[src/rtl/cgm_consts.svh]
`ifndef CGM_CONSTS_SVH
`define CGM_CONSTS_SVH
// register word addresses on the avalon slave
`define CGM_ADDR_CTRL_ONE    3'h0
`define CGM_ADDR_CTRL_TWO    3'h1
`define CGM_ADDR_CTRL_THREE  3'h2
`define CGM_ADDR_CTRL_FOUR   3'h3
`define CGM_ADDR_STATUS      3'h4
// reset values
`define CGM_RST_CTRL_ONE     8'h04
`define CGM_RST_CTRL_TWO     8'h40
`define CGM_RST_CTRL_THREE   8'h01
`define CGM_RST_CTRL_FOUR    8'h00
`define CGM_RST_REF_DIV      13'h0001
`define CGM_RST_PLL_MULT     6'h04
// gen_ctrl_one fields
`define CGM_C1_CLOCK_SOURCE_SEL          7:6
`define CGM_C1_REF_DIVIDER          5:3
`define CGM_C1_INT_REF_SELECT         2
// gen_ctrl_two fields
`define CGM_C2_BUS_DIVIDER          7:6
`define CGM_C2_RANGE         5
`define CGM_C2_HGO           4
`define CGM_C2_LP            3
`define CGM_C2_EXT_REF_IS_OSC         2
`define CGM_C2_EXT_REF_CLK_EN       1
// gen_ctrl_three fields
`define CGM_C3_PLL_SELECT          6
`define CGM_C3_REF_DIV_EXTEND         4
`define CGM_C3_PLL_MULTIPLIER          3:0
// gen_ctrl_four fields
`define CGM_C4_BOOST         5
`define CGM_C4_DRS           1:0
// gen_status_reg fields
`define CGM_ST_LOCK          6
`define CGM_ST_PLL_SELECT_STATUS         5
`define CGM_ST_IREFST        4
`define CGM_ST_CLOCK_SOURCE_STATUS         3:2
`define CGM_ST_OSCRDY        1
// source codes
`define CGM_SRC_LOOP         2'h0
`define CGM_SRC_INT          2'h1
`define CGM_SRC_EXT          2'h2
`define CGM_SRC_PLL          2'h3
// fll factors
`define CGM_FLL_F0           11'h200
`define CGM_FLL_F1           11'h400
`define CGM_FLL_F2           11'h600
`define CGM_FLL_B0           11'h260
`define CGM_FLL_B1           11'h4C0
`define CGM_FLL_B2           11'h720
// extended divider shift (divide by 32) and pll step (4 per code)
`define CGM_REF_DIV_EXTEND_SHIFT      5
`define CGM_PLL_MULTIPLIER_SHIFT       2
`endif

[src/rtl/cgm_pkg.sv]
package cgm_pkg;
  // one-hot clock modes
  typedef enum logic [7:0] {
    CGM_FLL_INT_ENGAGED     = 8'h01,
    CGM_FLL_EXT_ENGAGED     = 8'h02,
    CGM_FLL_EXT_BYPASS      = 8'h04,
    CGM_FLL_INT_BYPASS      = 8'h08,
    CGM_PLL_EXT_ENGAGED     = 8'h10,
    CGM_PLL_EXT_BYPASS      = 8'h20,
    CGM_LOWPOWER_INT_BYPASS = 8'h40,
    CGM_LOWPOWER_EXT_BYPASS = 8'h80
  } cgm_mode_t;
  // one-hot source switch states
  typedef enum logic [2:0] {
    CGM_SW_RUN   = 3'h1,
    CGM_SW_DRAIN = 3'h2,
    CGM_SW_ARM   = 3'h4
  } cgm_sw_t;
endpackage

[src/rtl/cgm_tick_div.sv]
`timescale 1ns/10ps
`default_nettype none
module cgm_tick_div (
  input  wire logic       i_clk,
  input  wire logic       i_rst,
  input  wire logic       i_tick,
  input  wire logic [1:0] i_log2_div,
  output logic            o_tick
);
  import cgm_pkg::*;
  typedef struct packed {
    logic [2:0] cnt;
    logic       tick;
  } cgm_div_t;
  cgm_div_t st_reg;
  cgm_div_t st_next;
  logic [2:0] limit;
  // ---------------------------------------------------------------
  // divide incoming ticks by 1, 2, 4 or 8
  // ---------------------------------------------------------------
  always_comb begin
    limit   = 3'((4'h1 << i_log2_div) - 4'h1);
    st_next = st_reg;
    st_next.tick = 1'b0;
    if (i_tick) begin
      if (st_reg.cnt >= limit) begin
        st_next.cnt  = 3'h0;
        st_next.tick = 1'b1;
      end else begin
        st_next.cnt = st_reg.cnt + 3'h1;
      end
    end
  end
  // state register
  always_ff @(posedge i_clk) begin
    if (i_rst) begin
      st_reg <= '0;
    end else begin
      st_reg <= st_next;
    end
  end
  assign o_tick = st_reg.tick;
endmodule
`default_nettype wire

[src/rtl/cgm_mode_ctrl.sv]
//
// Overview of operation
// - boost clear: range code 0,1,2 gives fll factor 512, 1024, 1536
// - boost set: range code 0,1,2 gives fll factor 608, 1216, 1824
// - writes to fll range ignored while low-power bypass or pll select set
// - in the four fll modes the fll factor may change while low power and pll select are clear
// - status bits follow pll, reference, source and oscillator selects; software polls
// - bus clock is generator output divided by two in every mode
// - internal fll engaged: internal reference times factor over bus divider
// - external fll engaged: divided reference times factor; reference 31.25 to 39.0625 khz
// - external pll engaged: divided reference times multiplier; reference 1 to 2 mhz
// - bypass modes output selected reference divided by bus divider
// - control one: source 7:6, ref divider 5:3, internal ref select bit 2
// - control two: bus divider, range, gain, low power, osc select, ext enable
// - status: lock 6, pll status 5, ref status 4, source 3:2, osc ready 1
// - control three: pll select 6, divider extension 4, multiplier 3:0
// - high range with extension: ref code 3 divides 256 in fll, 8 in pll
// - divider extension has no effect in pll modes
// - low-power external bypass keeps pll off; clearing low power enters pll bypass
// - reset starts internal fll engaged with bus divider two
//
`timescale 1ns/10ps
`default_nettype none
`include "cgm_consts.svh"
module cgm_mode_ctrl (
  input  wire logic              i_clk,
  input  wire logic              i_rst,
  input  wire logic [2:0]        i_avs_address,
  input  wire logic              i_avs_read,
  input  wire logic              i_avs_write,
  input  wire logic [31:0]       i_avs_writedata,
  input  wire logic [3:0]        i_avs_byteenable,
  output logic      [31:0]       o_avs_readdata,
  output logic                   o_avs_waitrequest,
  input  wire logic              i_int_ref_tick,
  input  wire logic              i_ext_ref_tick,
  input  wire logic              i_fll_tick,
  input  wire logic              i_pll_tick,
  input  wire logic              i_loop_lock,
  input  wire logic              i_osc_ready,
  output cgm_pkg::cgm_mode_t     o_mode,
  output logic      [10:0]       o_fll_factor,
  output logic      [12:0]       o_ref_div,
  output logic      [5:0]        o_pll_multiplier,
  output logic                   o_high_gain_osc,
  output logic                   o_ext_ref_clk_en,
  output logic                   o_pll_enable,
  output logic                   o_gen_clock_out,
  output logic                   o_bus_clk_tick
);
  import cgm_pkg::*;
  typedef struct packed {
    logic [7:0]  ctrl_one;
    logic [7:0]  ctrl_two;
    logic [7:0]  ctrl_three;
    logic [7:0]  ctrl_four;
    logic [1:0]  act_src;
    logic        pll_select_status;
    logic        irefst;
    cgm_sw_t     sw;
    logic [1:0]  lock_sync;
    logic [1:0]  osc_sync;
    logic        wait_q;
    logic [31:0] rdata;
    cgm_mode_t   mode;
    logic [10:0] fll_factor;
    logic [12:0] ref_div;
    logic [5:0]  pll_mult;
    logic        pll_en;
  } cgm_state_t;

  cgm_state_t st_reg;
  cgm_state_t st_next;
  logic       req_src;
  logic [1:0] want_src;
  logic       sel_tick;
  logic       gen_tick;
  logic [7:0] status;
  logic       take;

  // ---------------------------------------------------------------
  // helper functions
  // ---------------------------------------------------------------
  // tick of a given source
  function automatic logic src_tick(input logic [1:0] src, input logic [3:0] ticks);
    src_tick = ticks[src];
  endfunction

  // mode from control fields
  function automatic cgm_mode_t decode_mode(input logic [7:0] c1, input logic [7:0] c2,
                                            input logic [7:0] c3);
    decode_mode = CGM_FLL_INT_ENGAGED;
    if (c1[`CGM_C1_CLOCK_SOURCE_SEL] == `CGM_SRC_LOOP) begin
      if (c3[`CGM_C3_PLL_SELECT]) begin
        decode_mode = CGM_PLL_EXT_ENGAGED;
      end else if (c1[`CGM_C1_INT_REF_SELECT]) begin
        decode_mode = CGM_FLL_INT_ENGAGED;
      end else begin
        decode_mode = CGM_FLL_EXT_ENGAGED;
      end
    end else if (c1[`CGM_C1_CLOCK_SOURCE_SEL] == `CGM_SRC_INT) begin
      decode_mode = c2[`CGM_C2_LP] ? CGM_LOWPOWER_INT_BYPASS : CGM_FLL_INT_BYPASS;
    end else if (c2[`CGM_C2_LP]) begin
      decode_mode = CGM_LOWPOWER_EXT_BYPASS;
    end else begin
      decode_mode = c3[`CGM_C3_PLL_SELECT] ? CGM_PLL_EXT_BYPASS : CGM_FLL_EXT_BYPASS;
    end
  endfunction

  // ---------------------------------------------------------------
  // source request and status word
  // ---------------------------------------------------------------
  always_comb begin
    if (st_reg.ctrl_one[`CGM_C1_CLOCK_SOURCE_SEL] == `CGM_SRC_LOOP) begin
      want_src = st_reg.pll_select_status ? `CGM_SRC_PLL : `CGM_SRC_LOOP;
    end else begin
      want_src = st_reg.ctrl_one[`CGM_C1_CLOCK_SOURCE_SEL];
    end
    req_src = (want_src != st_reg.act_src);
    status  = 8'h00;
    status[`CGM_ST_LOCK]   = st_reg.lock_sync[1];
    status[`CGM_ST_PLL_SELECT_STATUS]  = st_reg.pll_select_status;
    status[`CGM_ST_IREFST] = st_reg.irefst;
    status[`CGM_ST_CLOCK_SOURCE_STATUS]  = st_reg.act_src;
    status[`CGM_ST_OSCRDY] = st_reg.osc_sync[1] & st_reg.ctrl_two[`CGM_C2_EXT_REF_IS_OSC];
    take     = (i_avs_read | i_avs_write) & ~st_reg.wait_q;
    sel_tick = (st_reg.sw == CGM_SW_RUN) &
               src_tick(st_reg.act_src, {i_pll_tick, i_ext_ref_tick, i_int_ref_tick, i_fll_tick});
  end

  // ---------------------------------------------------------------
  // next state
  // ---------------------------------------------------------------
  always_comb begin
    st_next = st_reg;
    // avalon slave: one wait cycle, then the access completes
    st_next.wait_q = ~((i_avs_read | i_avs_write) & st_reg.wait_q);
    if ((i_avs_read | i_avs_write) & st_reg.wait_q) begin
      case (i_avs_address)
        `CGM_ADDR_CTRL_ONE:   st_next.rdata = {24'h000000, st_reg.ctrl_one};
        `CGM_ADDR_CTRL_TWO:   st_next.rdata = {24'h000000, st_reg.ctrl_two};
        `CGM_ADDR_CTRL_THREE: st_next.rdata = {24'h000000, st_reg.ctrl_three};
        `CGM_ADDR_CTRL_FOUR:  st_next.rdata = {24'h000000, st_reg.ctrl_four};
        `CGM_ADDR_STATUS:     st_next.rdata = {24'h000000, status};
        default:              st_next.rdata = 32'h00000000;
      endcase
    end
    if (take & i_avs_write & i_avs_byteenable[0]) begin
      case (i_avs_address)
        `CGM_ADDR_CTRL_ONE: begin
          st_next.ctrl_one = i_avs_writedata[7:0];
        end
        `CGM_ADDR_CTRL_TWO: begin
          st_next.ctrl_two = {i_avs_writedata[7:1], 1'b0};
        end
        `CGM_ADDR_CTRL_THREE: begin
          st_next.ctrl_three = {1'b0, i_avs_writedata[6], 1'b0, i_avs_writedata[4:0]};
        end
        `CGM_ADDR_CTRL_FOUR: begin
          st_next.ctrl_four[`CGM_C4_BOOST] = i_avs_writedata[`CGM_C4_BOOST];
          if (!st_reg.ctrl_two[`CGM_C2_LP] && !st_reg.ctrl_three[`CGM_C3_PLL_SELECT]) begin
            st_next.ctrl_four[`CGM_C4_DRS] = i_avs_writedata[`CGM_C4_DRS];
          end
        end
        default: begin
        end
      endcase
    end
    // pin level inputs pass two flops
    st_next.lock_sync = {st_reg.lock_sync[0], i_loop_lock};
    st_next.osc_sync  = {st_reg.osc_sync[0], i_osc_ready};
    // pll stays off in low power; select is only prepared there
    st_next.pll_en = st_reg.ctrl_three[`CGM_C3_PLL_SELECT] & ~st_reg.ctrl_two[`CGM_C2_LP];
    if (!st_reg.ctrl_two[`CGM_C2_LP]) begin
      st_next.pll_select_status = st_reg.ctrl_three[`CGM_C3_PLL_SELECT];
    end
    st_next.irefst = st_reg.ctrl_one[`CGM_C1_INT_REF_SELECT];
    st_next.mode   = decode_mode(st_reg.ctrl_one, st_reg.ctrl_two, st_reg.ctrl_three);
    // fll factor table
    case ({st_reg.ctrl_four[`CGM_C4_BOOST], st_reg.ctrl_four[`CGM_C4_DRS]})
      3'h0:    st_next.fll_factor = `CGM_FLL_F0;
      3'h1:    st_next.fll_factor = `CGM_FLL_F1;
      3'h2:    st_next.fll_factor = `CGM_FLL_F2;
      3'h4:    st_next.fll_factor = `CGM_FLL_B0;
      3'h5:    st_next.fll_factor = `CGM_FLL_B1;
      3'h6:    st_next.fll_factor = `CGM_FLL_B2;
      default: st_next.fll_factor = st_reg.fll_factor;
    endcase
    // reference divider: extension only in fll with high range
    st_next.ref_div = 13'(13'h0001 << st_reg.ctrl_one[`CGM_C1_REF_DIVIDER]);
    if (!st_reg.ctrl_three[`CGM_C3_PLL_SELECT] && st_reg.ctrl_two[`CGM_C2_RANGE] &&
        st_reg.ctrl_three[`CGM_C3_REF_DIV_EXTEND]) begin
      st_next.ref_div = 13'(st_next.ref_div << `CGM_REF_DIV_EXTEND_SHIFT);
    end
    st_next.pll_mult = 6'({2'h0, st_reg.ctrl_three[`CGM_C3_PLL_MULTIPLIER]} << `CGM_PLL_MULTIPLIER_SHIFT);
    // glitch-free source switch: stop on old edge, restart on new edge
    case (st_reg.sw)
      CGM_SW_RUN: begin
        if (req_src) begin
          st_next.sw = CGM_SW_DRAIN;
        end
      end
      CGM_SW_DRAIN: begin
        if (src_tick(st_reg.act_src, {i_pll_tick, i_ext_ref_tick, i_int_ref_tick, i_fll_tick})) begin
          st_next.sw = CGM_SW_ARM;
        end
      end
      CGM_SW_ARM: begin
        if (src_tick(want_src, {i_pll_tick, i_ext_ref_tick, i_int_ref_tick, i_fll_tick})) begin
          st_next.act_src = want_src;
          st_next.sw      = CGM_SW_RUN;
        end
      end
      default: begin
        st_next.sw = CGM_SW_RUN;
      end
    endcase
  end

  // ---------------------------------------------------------------
  // state register
  // ---------------------------------------------------------------
  always_ff @(posedge i_clk) begin
    if (i_rst) begin
      st_reg            <= '0;
      st_reg.ctrl_one   <= `CGM_RST_CTRL_ONE;
      st_reg.ctrl_two   <= `CGM_RST_CTRL_TWO;
      st_reg.ctrl_three <= `CGM_RST_CTRL_THREE;
      st_reg.ctrl_four  <= `CGM_RST_CTRL_FOUR;
      st_reg.act_src    <= `CGM_SRC_LOOP;
      st_reg.irefst     <= 1'b1;
      st_reg.sw         <= CGM_SW_RUN;
      st_reg.wait_q     <= 1'b1;
      st_reg.mode       <= CGM_FLL_INT_ENGAGED;
      st_reg.fll_factor <= `CGM_FLL_F0;
      st_reg.ref_div    <= `CGM_RST_REF_DIV;
      st_reg.pll_mult   <= `CGM_RST_PLL_MULT;
    end else begin
      st_reg <= st_next;
    end
  end

  // ---------------------------------------------------------------
  // output dividers: bus divider, then fixed divide by two
  // ---------------------------------------------------------------
  cgm_tick_div u_gen_div (
    .i_clk      (i_clk),
    .i_rst      (i_rst),
    .i_tick     (sel_tick),
    .i_log2_div (st_reg.ctrl_two[`CGM_C2_BUS_DIVIDER]),
    .o_tick     (gen_tick)
  );
  cgm_tick_div u_bus_div (
    .i_clk      (i_clk),
    .i_rst      (i_rst),
    .i_tick     (gen_tick),
    .i_log2_div (2'h1),
    .o_tick     (o_bus_clk_tick)
  );

  // outputs from flops
  assign o_gen_clock_out   = gen_tick;
  assign o_avs_readdata    = st_reg.rdata;
  assign o_avs_waitrequest = st_reg.wait_q;
  assign o_mode            = st_reg.mode;
  assign o_fll_factor      = st_reg.fll_factor;
  assign o_ref_div         = st_reg.ref_div;
  assign o_pll_multiplier  = st_reg.pll_mult;
  assign o_high_gain_osc   = st_reg.ctrl_two[`CGM_C2_HGO];
  assign o_ext_ref_clk_en  = st_reg.ctrl_two[`CGM_C2_EXT_REF_CLK_EN];
  assign o_pll_enable      = st_reg.pll_en;

  // ---------------------------------------------------------------
  // assertions
  // ---------------------------------------------------------------
  AST_RANGE_WRITE_IGNORED: assert property (@(posedge i_clk) disable iff (i_rst)
    (take && i_avs_write && i_avs_address == `CGM_ADDR_CTRL_FOUR &&
     (st_reg.ctrl_two[`CGM_C2_LP] || st_reg.ctrl_three[`CGM_C3_PLL_SELECT]))
    |=> $stable(st_reg.ctrl_four[`CGM_C4_DRS]))
    else $error("range write not ignored");
  AST_FACTOR_MID: assert property (@(posedge i_clk) disable iff (i_rst)
    (st_reg.ctrl_four[5:0] == 6'h01)[*2] |-> o_fll_factor == 11'h400)
    else $error("fll factor not 1024");
  AST_FACTOR_BOOST_HIGH: assert property (@(posedge i_clk) disable iff (i_rst)
    (st_reg.ctrl_four[5:0] == 6'h22)[*2] |-> o_fll_factor == 11'h720)
    else $error("boosted fll factor not 1824");
  AST_REF_DIV_FLL: assert property (@(posedge i_clk) disable iff (i_rst)
    (st_reg.ctrl_one[5:3] == 3'h3 && st_reg.ctrl_two[5] && st_reg.ctrl_three[6:4] == 3'h1)[*2]
    |-> o_ref_div == 13'h0100)
    else $error("ref divider not 256");
  AST_REF_DIV_PLL: assert property (@(posedge i_clk) disable iff (i_rst)
    (st_reg.ctrl_one[5:3] == 3'h3 && st_reg.ctrl_three[6])[*2] |-> o_ref_div == 13'h0008)
    else $error("ref divider not 8 in pll");
  AST_PLL_SELECT_STATUS_HELD_IN_LP: assert property (@(posedge i_clk) disable iff (i_rst)
    st_reg.ctrl_two[3] |=> $stable(st_reg.pll_select_status))
    else $error("pll status moved in low power");
  AST_SRC_CHANGE_AFTER_ARM: assert property (@(posedge i_clk) disable iff (i_rst)
    $changed(st_reg.act_src) |-> $past(st_reg.sw) == CGM_SW_ARM)
    else $error("source status changed outside switch");
  AST_NO_TICK_WHILE_SWITCH: assert property (@(posedge i_clk) disable iff (i_rst)
    st_reg.sw != CGM_SW_RUN |=> !gen_tick)
    else $error("tick passed during switch");
  AST_BUS_HALF: assert property (@(posedge i_clk) disable iff (i_rst)
    o_bus_clk_tick |-> ##1 !o_bus_clk_tick ##0 $past(gen_tick, 2))
    else $error("bus tick not from generator tick");
  AST_RESET_STATE: assert property (@(posedge i_clk)
    $past(i_rst) |-> st_reg.ctrl_two[7:6] == 2'h1 && st_reg.ctrl_one == 8'h04)
    else $error("reset state not internal fll engaged");
  AST_WAIT_ONE_CYCLE: assert property (@(posedge i_clk) disable iff (i_rst)
    ((i_avs_read || i_avs_write) && o_avs_waitrequest) |=> !o_avs_waitrequest)
    else $error("bus answer late");
  AST_FACTOR_LOW: assert property (@(posedge i_clk) disable iff (i_rst)
    (st_reg.ctrl_four[5:0] == 6'h00)[*2] |-> o_fll_factor == 11'h200)
    else $error("fll factor not 512");
  AST_MULT_32: assert property (@(posedge i_clk) disable iff (i_rst)
    (st_reg.ctrl_three[`CGM_C3_PLL_MULTIPLIER] == 4'h8)[*2] |-> o_pll_multiplier == 6'h20)
    else $error("pll multiplier not 32");
  AST_MODE_PLL_ENGAGED: assert property (@(posedge i_clk) disable iff (i_rst)
    (st_reg.ctrl_one[`CGM_C1_CLOCK_SOURCE_SEL] == `CGM_SRC_LOOP && st_reg.ctrl_three[`CGM_C3_PLL_SELECT])[*2]
    |-> o_mode == CGM_PLL_EXT_ENGAGED)
    else $error("mode not pll engaged");
  AST_PLL_OFF_IN_LP: assert property (@(posedge i_clk) disable iff (i_rst)
    st_reg.ctrl_two[`CGM_C2_LP] |=> !o_pll_enable)
    else $error("pll enabled in low power");
  AST_PLL_SELECT_STATUS_FOLLOWS: assert property (@(posedge i_clk) disable iff (i_rst)
    !st_reg.ctrl_two[`CGM_C2_LP] |=> st_reg.pll_select_status == $past(st_reg.ctrl_three[`CGM_C3_PLL_SELECT]))
    else $error("pll status not following select");
  AST_IREFST_FOLLOWS: assert property (@(posedge i_clk) disable iff (i_rst)
    st_reg.irefst == $past(st_reg.ctrl_one[`CGM_C1_INT_REF_SELECT]))
    else $error("reference status not following select");
  COV_PLL_SWITCH: cover property (@(posedge i_clk) disable iff (i_rst)
    st_reg.sw == CGM_SW_ARM ##1 st_reg.act_src == 2'h3);
  COV_EXT_SWITCH: cover property (@(posedge i_clk) disable iff (i_rst)
    $changed(st_reg.act_src) && st_reg.act_src == 2'h2);
  COV_RANGE_IGNORED: cover property (@(posedge i_clk) disable iff (i_rst)
    take && i_avs_write && i_avs_address == `CGM_ADDR_CTRL_FOUR && st_reg.ctrl_three[6]);
  COV_LP_EXIT_PLL: cover property (@(posedge i_clk) disable iff (i_rst)
    $fell(st_reg.ctrl_two[`CGM_C2_LP]) && st_reg.ctrl_three[`CGM_C3_PLL_SELECT]);
endmodule
`default_nettype wire

[config.mk]
export PLATFORM = sky130hd
export DESIGN_NAME = cgm_mode_ctrl
export DESIGN_NICKNAME = d
export VERILOG_FILES = /design/src/rtl/cgm_pkg.sv /design/src/rtl/cgm_tick_div.sv /design/src/rtl/cgm_mode_ctrl.sv
export VERILOG_INCLUDE_DIRS = /design/src /design/src/rtl
export SDC_FILE = /design/constraint.sdc
export NUM_CORES = 1
export LEC_CHECK = 0
export BUFFER_PORTS_ARGS = -buffer_cell sky130_fd_sc_hd__buf_2
export CAP_MARGIN = 0
export CORE_UTILIZATION = 55
export DETAILED_ROUTE_END_ITERATION = 16
export GPL_TIMING_DRIVEN = 1
export PLACE_DENSITY = 0.95
export SLEW_MARGIN = 20
export SYNTH_ARGS = -nofsm -noshare
export SYNTH_HDL_FRONTEND = slang
export SYNTH_SLANG_ARGS = --single-unit
[constraint.sdc]
create_clock -name i_clk -period 3.74 [get_ports i_clk]
set_clock_uncertainty 0.05 [all_clocks]
set_input_delay 0.561 -clock i_clk [delete_from_list [all_inputs] [get_ports i_clk]]
set_output_delay 0.561 -clock i_clk [all_outputs]
set_load 0.02 [all_outputs]
=== After elaboration in Yosys (flattened, before gate mapping) ===
Cells that the tools add are included.

* Flip-flop bits (word level): 115
* Output and inout bits: 76

* Add/subtract/negate cells: 3
* Order comparisons: 4
* Equality and inequality tests: 17
* Shift-type cells: 2
* Mux-type cells: 24
* Bitwise gates (word level): 13
* Reduce and logical (&&, ||, !) cells: 19

{| class="wikitable"
|+ Operators with widths
! kind !! count
|-
| $pmux W11 S6 || 1
|-
| $pmux W8 S5 || 1
|-
| $mux W8 || 3
|-
| $eq A3 B3 Y1 const B || 5
|-
| $mux W3 || 5
|-
| $mux W13 || 1
|-
| $shl A1 B3 Y13 const A || 1
|-
| $eq A3 B2 Y1 const B || 4
|-
| $reduce_and A2 Y1 || 5
|-
| $eq A3 B1 Y1 const B || 3
|-
| $pmux W3 S3 || 1
|-
| $and A1 B1 Y1 || 7
|-
| $mux W7 || 1
|-
| $add A3 B1 Y3 const B || 2
|-
| $logic_not A3 Y1 || 2
|-
| $lt A2 B3 Y1 const B || 2
|-
| $mux W2 || 3
|-
| $mux W6 || 1
|-
| $ne A2 B2 Y1 const B || 3
|-
| $reduce_and A3 Y1 || 2
|-
| $reduce_bool A6 Y1 || 1
|-
| $reduce_or A2 Y1 || 3
|-
| $mux W5 || 1
|-
| $not A1 Y1 || 5
|-
| 12 further kinds || 19
|}

=== Logic depth before layout (Yosys ltp) ===
Gate-level depths: netlist (run 1).

* Depth after elaboration: 6
* Depth in mapped cells: 6

=== Cells and area by module ===
A second synthesis (run 1) with hierarchy kept.

* Cells, all modules: 445
* Area, all modules: 4041.4 um2

{| class="wikitable"
|+ By module, submodules not included
! module !! instances !! cells an instance !! area each (um2)
|-
| cgm_mode_ctrl || 1 || 389 || 3518.4
|-
| cgm_tick_div || 2 || 28 || 261.5
|}

=== Worst setup path after synthesis (run 1) ===
Ideal clock, no wire load.

* Path type: input port to flip-flop
* From: input i_avs_address[1]
* To: register st_reg[107] (netlist bit)
* Arrival: 1.833 ns
* Required time: 3.562 ns
* Path slack: 1.730 ns
* Cell stages on the path: 6
* Path through: clkbuf_1 buf_2 nor2_1 nand2_1 mux2i_1 nor2_1

* Word-level cells in the longest chain between the ends: 2

{| class="wikitable"
|+ RTL lines
! what !! line !! text
|-
| start: declaration || cgm_mode_ctrl.sv:28 || <nowiki>input wire logic [2:0] i_avs_address,</nowiki>
|-
| $logic_not A3 Y1 || cgm_mode_ctrl.sv:149 || <nowiki>case (i_avs_address)</nowiki>
|-
| $reduce_and A2 Y1 (no source line) || n/a ||
|-
| end signal: assignment || cgm_mode_ctrl.sv:239 || <nowiki>st_reg <= st_next;</nowiki>
|-
| end: declaration || cgm_mode_ctrl.sv:72 || <nowiki>cgm_state_t st_reg;</nowiki>
|}

Every way passes these cells.
A chain may end at the register's enable or synchronous reset.

=== Worst setup path after layout (run 1) ===
* From: input i_avs_address[0]
* To: register st_reg[113] (netlist bit)

Same word-level chain as after synthesis.

==> out/metrics.csv, run 1 <==
metric,value,unit
Final Util,59.6,%
Final nets,509,
die width,86.0,µm
Die Ht,86.0,µm
FF+latch area,1680,µm²
P_leak,1.79,nW
syn_area_per_cell,8.86,µm²
CP required,3.94,ns
routability-driven placement congestion ratio,0.853,
endpoints failing setup,0,
PortBufs,66,
run status,completed,
hold slack,0.358,ns
worst slew pin tran,0.869,ns
Routed Antenna Nets,0,
Critical path buffers and inverters,1,
root buf cell,clkbuf_8,
Power Total,0.00171,W
area of the multi-input gates,1660,µm²
clk buf depth,2,
post-CTS setup buffer count,0,
Fill cells,579,
Fmax,439,MHz
dominant synthesized flop cell,dfxtp_1,
critical path class,in2reg,
pin count of the biggest net entering global routing,39,
slowest stage cell on the critical path,nor4bb_1,
"area leader, netlist",dfxtp_1,
Synth area leaders,"dfxtp_1, buf_4, mux2i_1, a21oi_1, nand2_1",
period utilisation layout,61.0,%
Clock Sinks,84,
Hold WC Path Type,in2reg,
post-synth top area share,43.3,%
Mapped Cells,438,
Post-DP HPWL,5520,µm
vias per std cell,5.40,
Worst path max stage delay,0.78,ns
Final TNS setup,0,ns
post-CTS sizing,0,
Largest register FFs,26,
RSZ-0062 raised after global routing,false,
first-pass GRT wire length,12200,µm
GR Overflow Total,0,
setup slack at placement,1.21,ns
Synth Register Bits,84,
final hold vios,0,
Synth Cell Area,3880,µm²
power density cells,423,nW/µm²
Slew HR,41.3,%
I/O Pins,125,
Synth-to-Final Area Change,4.26,%
"Reg clk slew, reported paths",0.09,ns
vias in the first global route,2686,
DR pass1 iterations,5,
"reg-to-reg slack, setup",1.53,ns
"CP delay by family, top",simple AND/OR/NAND/NOR gates,
number of distinct library cells after synthesis,47,
Detailed Route WL,7810,µm
diodes inserted,0,
register area share after synthesis,43.3,%
initial antenna violation count,0,
H-Tree Depth,3,
Worst-Skew Late Latency,0.36,ns
die footprint,7400,µm²
CP Cell Sequence,"buf_2, nor4bb_1, nand2_1, mux2i_1, nor2_1",
CP arrival,2.48,ns
asr flop ratio synth,0,%
cts bufs inserted,9,
warnings from Yosys,0,
maximum fanout along the worst path,16,
CP startpoint kind,primary input,
count of hold buffers inserted by post-cts repair,0,
vias,2997,
Initial DRC Count,337,
Core ar.,6790,µm²
row count,30,
final setup margin,1.46,ns
crit end category,flop,
CTS tree,done,
routed len/inst,14.1,µm
Initial Utilization,57.1,%
gr usage total,21.4,%
min cycle time layout,2.28,ns
number of synthesized flops with an enable pin,0,
Peak supply drop,296,µV
total of max-cap violations,0,
max-slew violation count,0,
DR DRC count,0,
layout cells sized above 1,20.0,%
## metrics by stage
stage / instances / instance area (µm²)
floorplan: 468 / 3990
global placement: 539 / 3840
detailed placement: 539 / 3840
CTS: 555 / 4050
global route: 555 / 4050
finish: 555 / 4050
## placed cells by master, fill, tap and decap left out, drive strengths merged, types with 8 or more instances in the layout
master  netlist  final
nand2        38     38
conb          1     31
a21oi        29     29
inv          11     14
mux2i        20     20
buf          72     67
nand3        17     17
dfxtp        84     84
clkbuf       20      9
o21ai        12     12
nor2b        11     11
nor2         36     36
nand2b        8      8
## cell families (layout without fill, tap and decap cells)
family | count (synthesis) | in the layout | synth area share, %
DFF | 84 | 84 | 43.3
xor gates and xnor gates | 1 | 1 | 0.226
and+or+nand+nor | 150 | 150 | 19.4
other | 1 | 31 | 0.0966
adders and majority gates | 6 | 6 | 1.93
muxes | 25 | 25 | 7.19
AOI/OAI and AO/OA | 68 | 68 | 11.1
buffers and inverters | 103 | 94 | 16.8
## layer usage
layer / GRT usage [%] / routed length [µm] / up-vias
met1: 25.2 / 3180 / 1380
met2: 35.4 / 3790 / 170
li1: - / - / 1427
met4: 8.94 / 155 / 0
met3: 7.70 / 683 / 20
met5: 0 / 0 / -
## Yosys cell counts, types with 5 or more instances
cell	instances
dfxtp_1	84
a21oi_1	29
o21ai_0	12
inv_1	11
nor4_1	6
nor2b_1	11
and3_1	5
nor2_1	36
nand2_1	38
nor3_1	7
clkbuf_1	20
ha_1	6
nand3_1	17
a2bb2oi_1	5
nand2b_1	8
buf_4	70
mux2i_1	20
## power by group
part	leakage (nW)	total [W]	internal, W	switching, W
Clock	0.102	0.000664	0.000318	0.000346
Sequential	0.679	0.000914	0.000905	0.00000953
Combinational	1.01	0.000133	0.0000388	0.0000943
## cell type report
cell class,instances,share of cell area (%)
Sequential cell,84,41.6
Multi-Input combinational cell,281,41.1
Timing Repair Buffer,67,8.35
Clock buffer,9,3.06
Tap cell,96,2.97
Clock inverter,7,1.98
Inverter,11,1.02
## path summary, 6_finish.rpt
check,endpoint,from,cells after the start
worst max register to register,st_reg[113]$_SDFFE_PP0P_,o_avs_waitrequest$_SDFF_PP1_,4
worst min-delay path,st_next[73]$_SDFF_PP0_,i_osc_ready,2
worst max-delay path,st_reg[113]$_SDFFE_PP0P_,i_avs_address[0],5
worst min register to register,st_reg[75]$_SDFF_PP0_,st_next[75]$_SDFF_PP0_,1
Power figures use the tool's default switching activity.
==> run 2: changes to the inputs <==
--- a/config.mk
+++ b/config.mk
@@ -6,12 +6,13 @@
 export SDC_FILE = /design/constraint.sdc
 export NUM_CORES = 1
 export LEC_CHECK = 0
+export ABC_AREA = 1
 export BUFFER_PORTS_ARGS = -buffer_cell sky130_fd_sc_hd__buf_2
 export CAP_MARGIN = 0
-export CORE_UTILIZATION = 55
+export CORE_UTILIZATION = 51
 export DETAILED_ROUTE_END_ITERATION = 16
 export GPL_TIMING_DRIVEN = 1
-export PLACE_DENSITY = 0.95
+export PLACE_DENSITY = 0.9
 export SLEW_MARGIN = 20
 export SYNTH_ARGS = -nofsm -noshare
 export SYNTH_HDL_FRONTEND = slang
==> constraint.sdc (replaced) <==
create_clock -name i_clk -period 2.22 [get_ports i_clk]
set_clock_uncertainty 0.05 [all_clocks]
set_input_delay 0.333 -clock i_clk [delete_from_list [all_inputs] [get_ports i_clk]]
set_output_delay 0.333 -clock i_clk [all_outputs]
set_load 0.02 [all_outputs]
==> out/metrics.csv, run 2 <==
metric,value,unit,change
run status,completed,,unchanged
critical path class,reg2reg,,was in2reg
RSZ-0062 raised after global routing,false,,unchanged
row count,31,,was 30
slowest stage cell on the critical path,dfxtp_1,,was nor4bb_1
register area share after synthesis,43.8,%,was 43.3%
warnings from Yosys,0,,unchanged
Synth-to-Final Area Change,6.39,%,was 4.26%
most frequent CP cell,nand2_1,,
Critical path buffers and inverters,1,,unchanged
layout cells sized above 1,20.8,%,was 20.0%
post-CTS setup buffer count,0,,unchanged
final hold vios,0,,unchanged
asr flop ratio synth,0,%,unchanged
endpoints failing setup,0,,unchanged
die footprint,7870,µm²,was 7400 µm²
"most common cell after layout, fill and taps aside",dfxtp_1,,unchanged
Post-DP HPWL,5640,µm,was 5520 µm
DR pass1 iterations,5,,unchanged
P_int,0.00232,W,was 0.00126 W
P_leak,1.89,nW,was 1.79 nW
vias,3065,,was 2997
"Reg clk slew, reported paths",0.08,ns,was 0.09 ns
Peak supply drop,334,µV,was 296 µV
number of synthesized flops with an enable pin,0,,unchanged
dominant synthesized flop cell,dfxtp_1,,unchanged
combinational share of power,12.5,%,was 7.8%
"top cells by count, synth","dfxtp_1, nand2_1, buf_4",,"was dfxtp_1, buf_4, nand2_1"
Final nets,570,,was 509
met3 usage,4.76,%,was 7.70%
routability-driven placement congestion ratio,0.873,,was 0.853
Fmax,558,MHz,
diodes inserted,0,,unchanged
"CP delay by family, top",simple AND/OR/NAND/NOR gates,,unchanged
Mapped Cells,484,,was 438
"commonest cells after routing, fill and taps aside","dfxtp_1, nand2_1, buf_2",,"was dfxtp_1, buf_2, nand2_1"
instance area at placement,3850,µm²,was 3840 µm²
Final Util,56.3,%,was 59.6%
most frequent cell after synthesis,dfxtp_1,,unchanged
vias per std cell,4.95,,was 5.40
Routed Antenna Nets,0,,unchanged
routed len/inst,12.4,µm,was 14.1 µm
PortBufs,66,,unchanged
CP arrival,2.02,ns,was 2.48 ns
cell area after layout,4080,µm²,was 4050 µm²
H-Tree Depth,3,,unchanged
total of max-cap violations,0,,unchanged
CP startpoint kind,flop,,was primary input
die width,88.7,µm,was 86.0 µm
Die Ht,88.7,µm,was 86.0 µm
initial antenna violation count,0,,unchanged
number of distinct library cells after synthesis,37,,was 47
gr usage total,20.4,%,was 21.4%
Final TNS setup,0,ns,unchanged
sw frac,27.7,%,was 26.3%
Clk pwr share,38.2,%,was 38.8%
Synth Register Bits,84,,unchanged
Largest register FFs,26,,unchanged
Reg power frac,49.3,%,was 53.4%
maximum fanout along the worst path,4,,was 16
post-synth top area share,43.8,%,was 43.3%
grt peak-use layer,met2,,unchanged
"reg-to-reg slack, setup",0.43,ns,was 1.53 ns
clk buf depth,2,,unchanged
Clock Sinks,84,,unchanged
syn_area_per_cell,7.93,µm²,was 8.86 µm²
power density cells,786,nW/µm²,was 423 nW/µm²
"area leader, netlist",dfxtp_1,,unchanged
met2 Use GR,36.6,%,was 35.4%
CP required,2.45,ns,was 3.94 ns
Synth area leaders,"dfxtp_1, buf_4, nand2_1, nor2_1, a21oi_1",,"was dfxtp_1, buf_4, mux2i_1, a21oi_1, nand2_1"
post-CTS sizing,0,,unchanged
Detailed Route WL,7670,µm,was 7810 µm
I/O Pins,125,,unchanged
root buf cell,clkbuf_8,,unchanged
cts bufs inserted,9,,unchanged
Psw,0.000889,W,was 0.000450 W
CTS tree,done,,unchanged
Initial DRC Count,207,,was 337
GR Overflow Total,0,,unchanged
crit end category,flop,,unchanged
Core ar.,7250,µm²,was 6790 µm²
Initial Utilization,52.9,%,was 57.1%
min cycle time layout,1.79,ns,
DR DRC count,0,,unchanged
CP Cell Sequence,"or2_2, ha_1, inv_1, nand2_1, a21oi_1, nor2_1, o21ai_2, nand2_1, nor3_1",,"was buf_2, nor4bb_1, nand2_1, mux2i_1, nor2_1"
pin count of the biggest net entering global routing,32,,was 39
Hold WC Path Type,in2reg,,unchanged
period utilisation layout,80.7,%,
vias in the first global route,2734,,was 2686
max-slew violation count,0,,unchanged
met1 usage,23.2,%,was 25.2%
Worst path max stage delay,0.34,ns,was 0.78 ns
Worst-Skew Late Latency,0.35,ns,was 0.36 ns
Synth Cell Area,3840,µm²,was 3880 µm²
first-pass GRT wire length,12200,µm,about the same
count of hold buffers inserted by post-cts repair,0,,unchanged
[run 2: layer usage]
metal,wire (µm),part of all wire (%)
met5,0,0
met1,3240,42
met3,374,4.9
met2,3870,50
met4,181,2.4
[run 2: kinds of logic (layout without fill, tap and decap cells)]
family	count (synthesis)	after routing	synth area share [%]
AND/OR/NAND/NOR	189	189	22.7
buffers and inverters	126	132	19.6
flip-flops	84	84	43.8
AO/OA/AOI/OAI	77	77	11.5
adder cells (fa/ha/maj)	6	6	1.96
other	1	31	0.0978
multiplexers	1	1	0.261
[run 2: area by class of cell]
class | count | area, µm²
clock inverters | 7 | 105
well taps | 99 | 124
fillers | 678 | 3170
flip-flops and latches | 84 | 1680
clock buffers | 9 | 124
multi-input cells | 304 | 1520
inverters | 47 | 179
repair buffers | 69 | 353
[run 2: final timing paths]
kind                             from                               end  cells after the start
max          st_reg[105]$_SDFFE_PP1P_  u_gen_div.st_reg[3]$_SDFFE_PP0P_                      9
min                       i_loop_lock            st_next[75]$_SDFF_PP0_                      3
max reg2reg  st_reg[105]$_SDFFE_PP1P_  u_gen_div.st_reg[3]$_SDFFE_PP0P_                      9
min reg2reg  st_next[79]$_SDFFE_PP1P_              o_mode[1]$_SDFF_PP0_                      1
[run 2: worst min-delay path, delay by kind of cell]
kind	cells	cell delay, ns
buffers and inverters	2	0.13
and+or+nand+nor	1	0.03
[run 2: power groups by stage]
| stage | sequential [W] | clock, W | combinational [W] |
|---|---|---|---|
| floorplan | 0.00162 | 0 | 0.000331 |
| global route | 0.00159 | 0.00131 | 0.000445 |
| CTS | 0.00158 | 0.00124 | 0.000400 |
| finish | 0.00158 | 0.00122 | 0.000402 |
| detailed placement | 0.00162 | 0 | 0.000392 |
| global placement | 0.00161 | 0 | 0.000369 |
[run 2: per-stage QoR]
| step | hold slack [ns] | total power (W) | setup WS [ns] | std cells |
|---|---|---|---|---|
| 3_5_place_dp | 0.361 | 0.00201 | 0.526 | 603 |
| 6_report | 0.136 | 0.00321 | 0.429 | 619 |
| 4_1_cts | 0.130 | 0.00322 | 0.439 | 619 |
| 2_1_floorplan | 0.338 | 0.00195 | 0.656 | 514 |
| 5_1_grt | 0.141 | 0.00335 | 0.277 | 619 |
| 3_3_place_gp | 0.348 | 0.00198 | 0.567 | 603 |
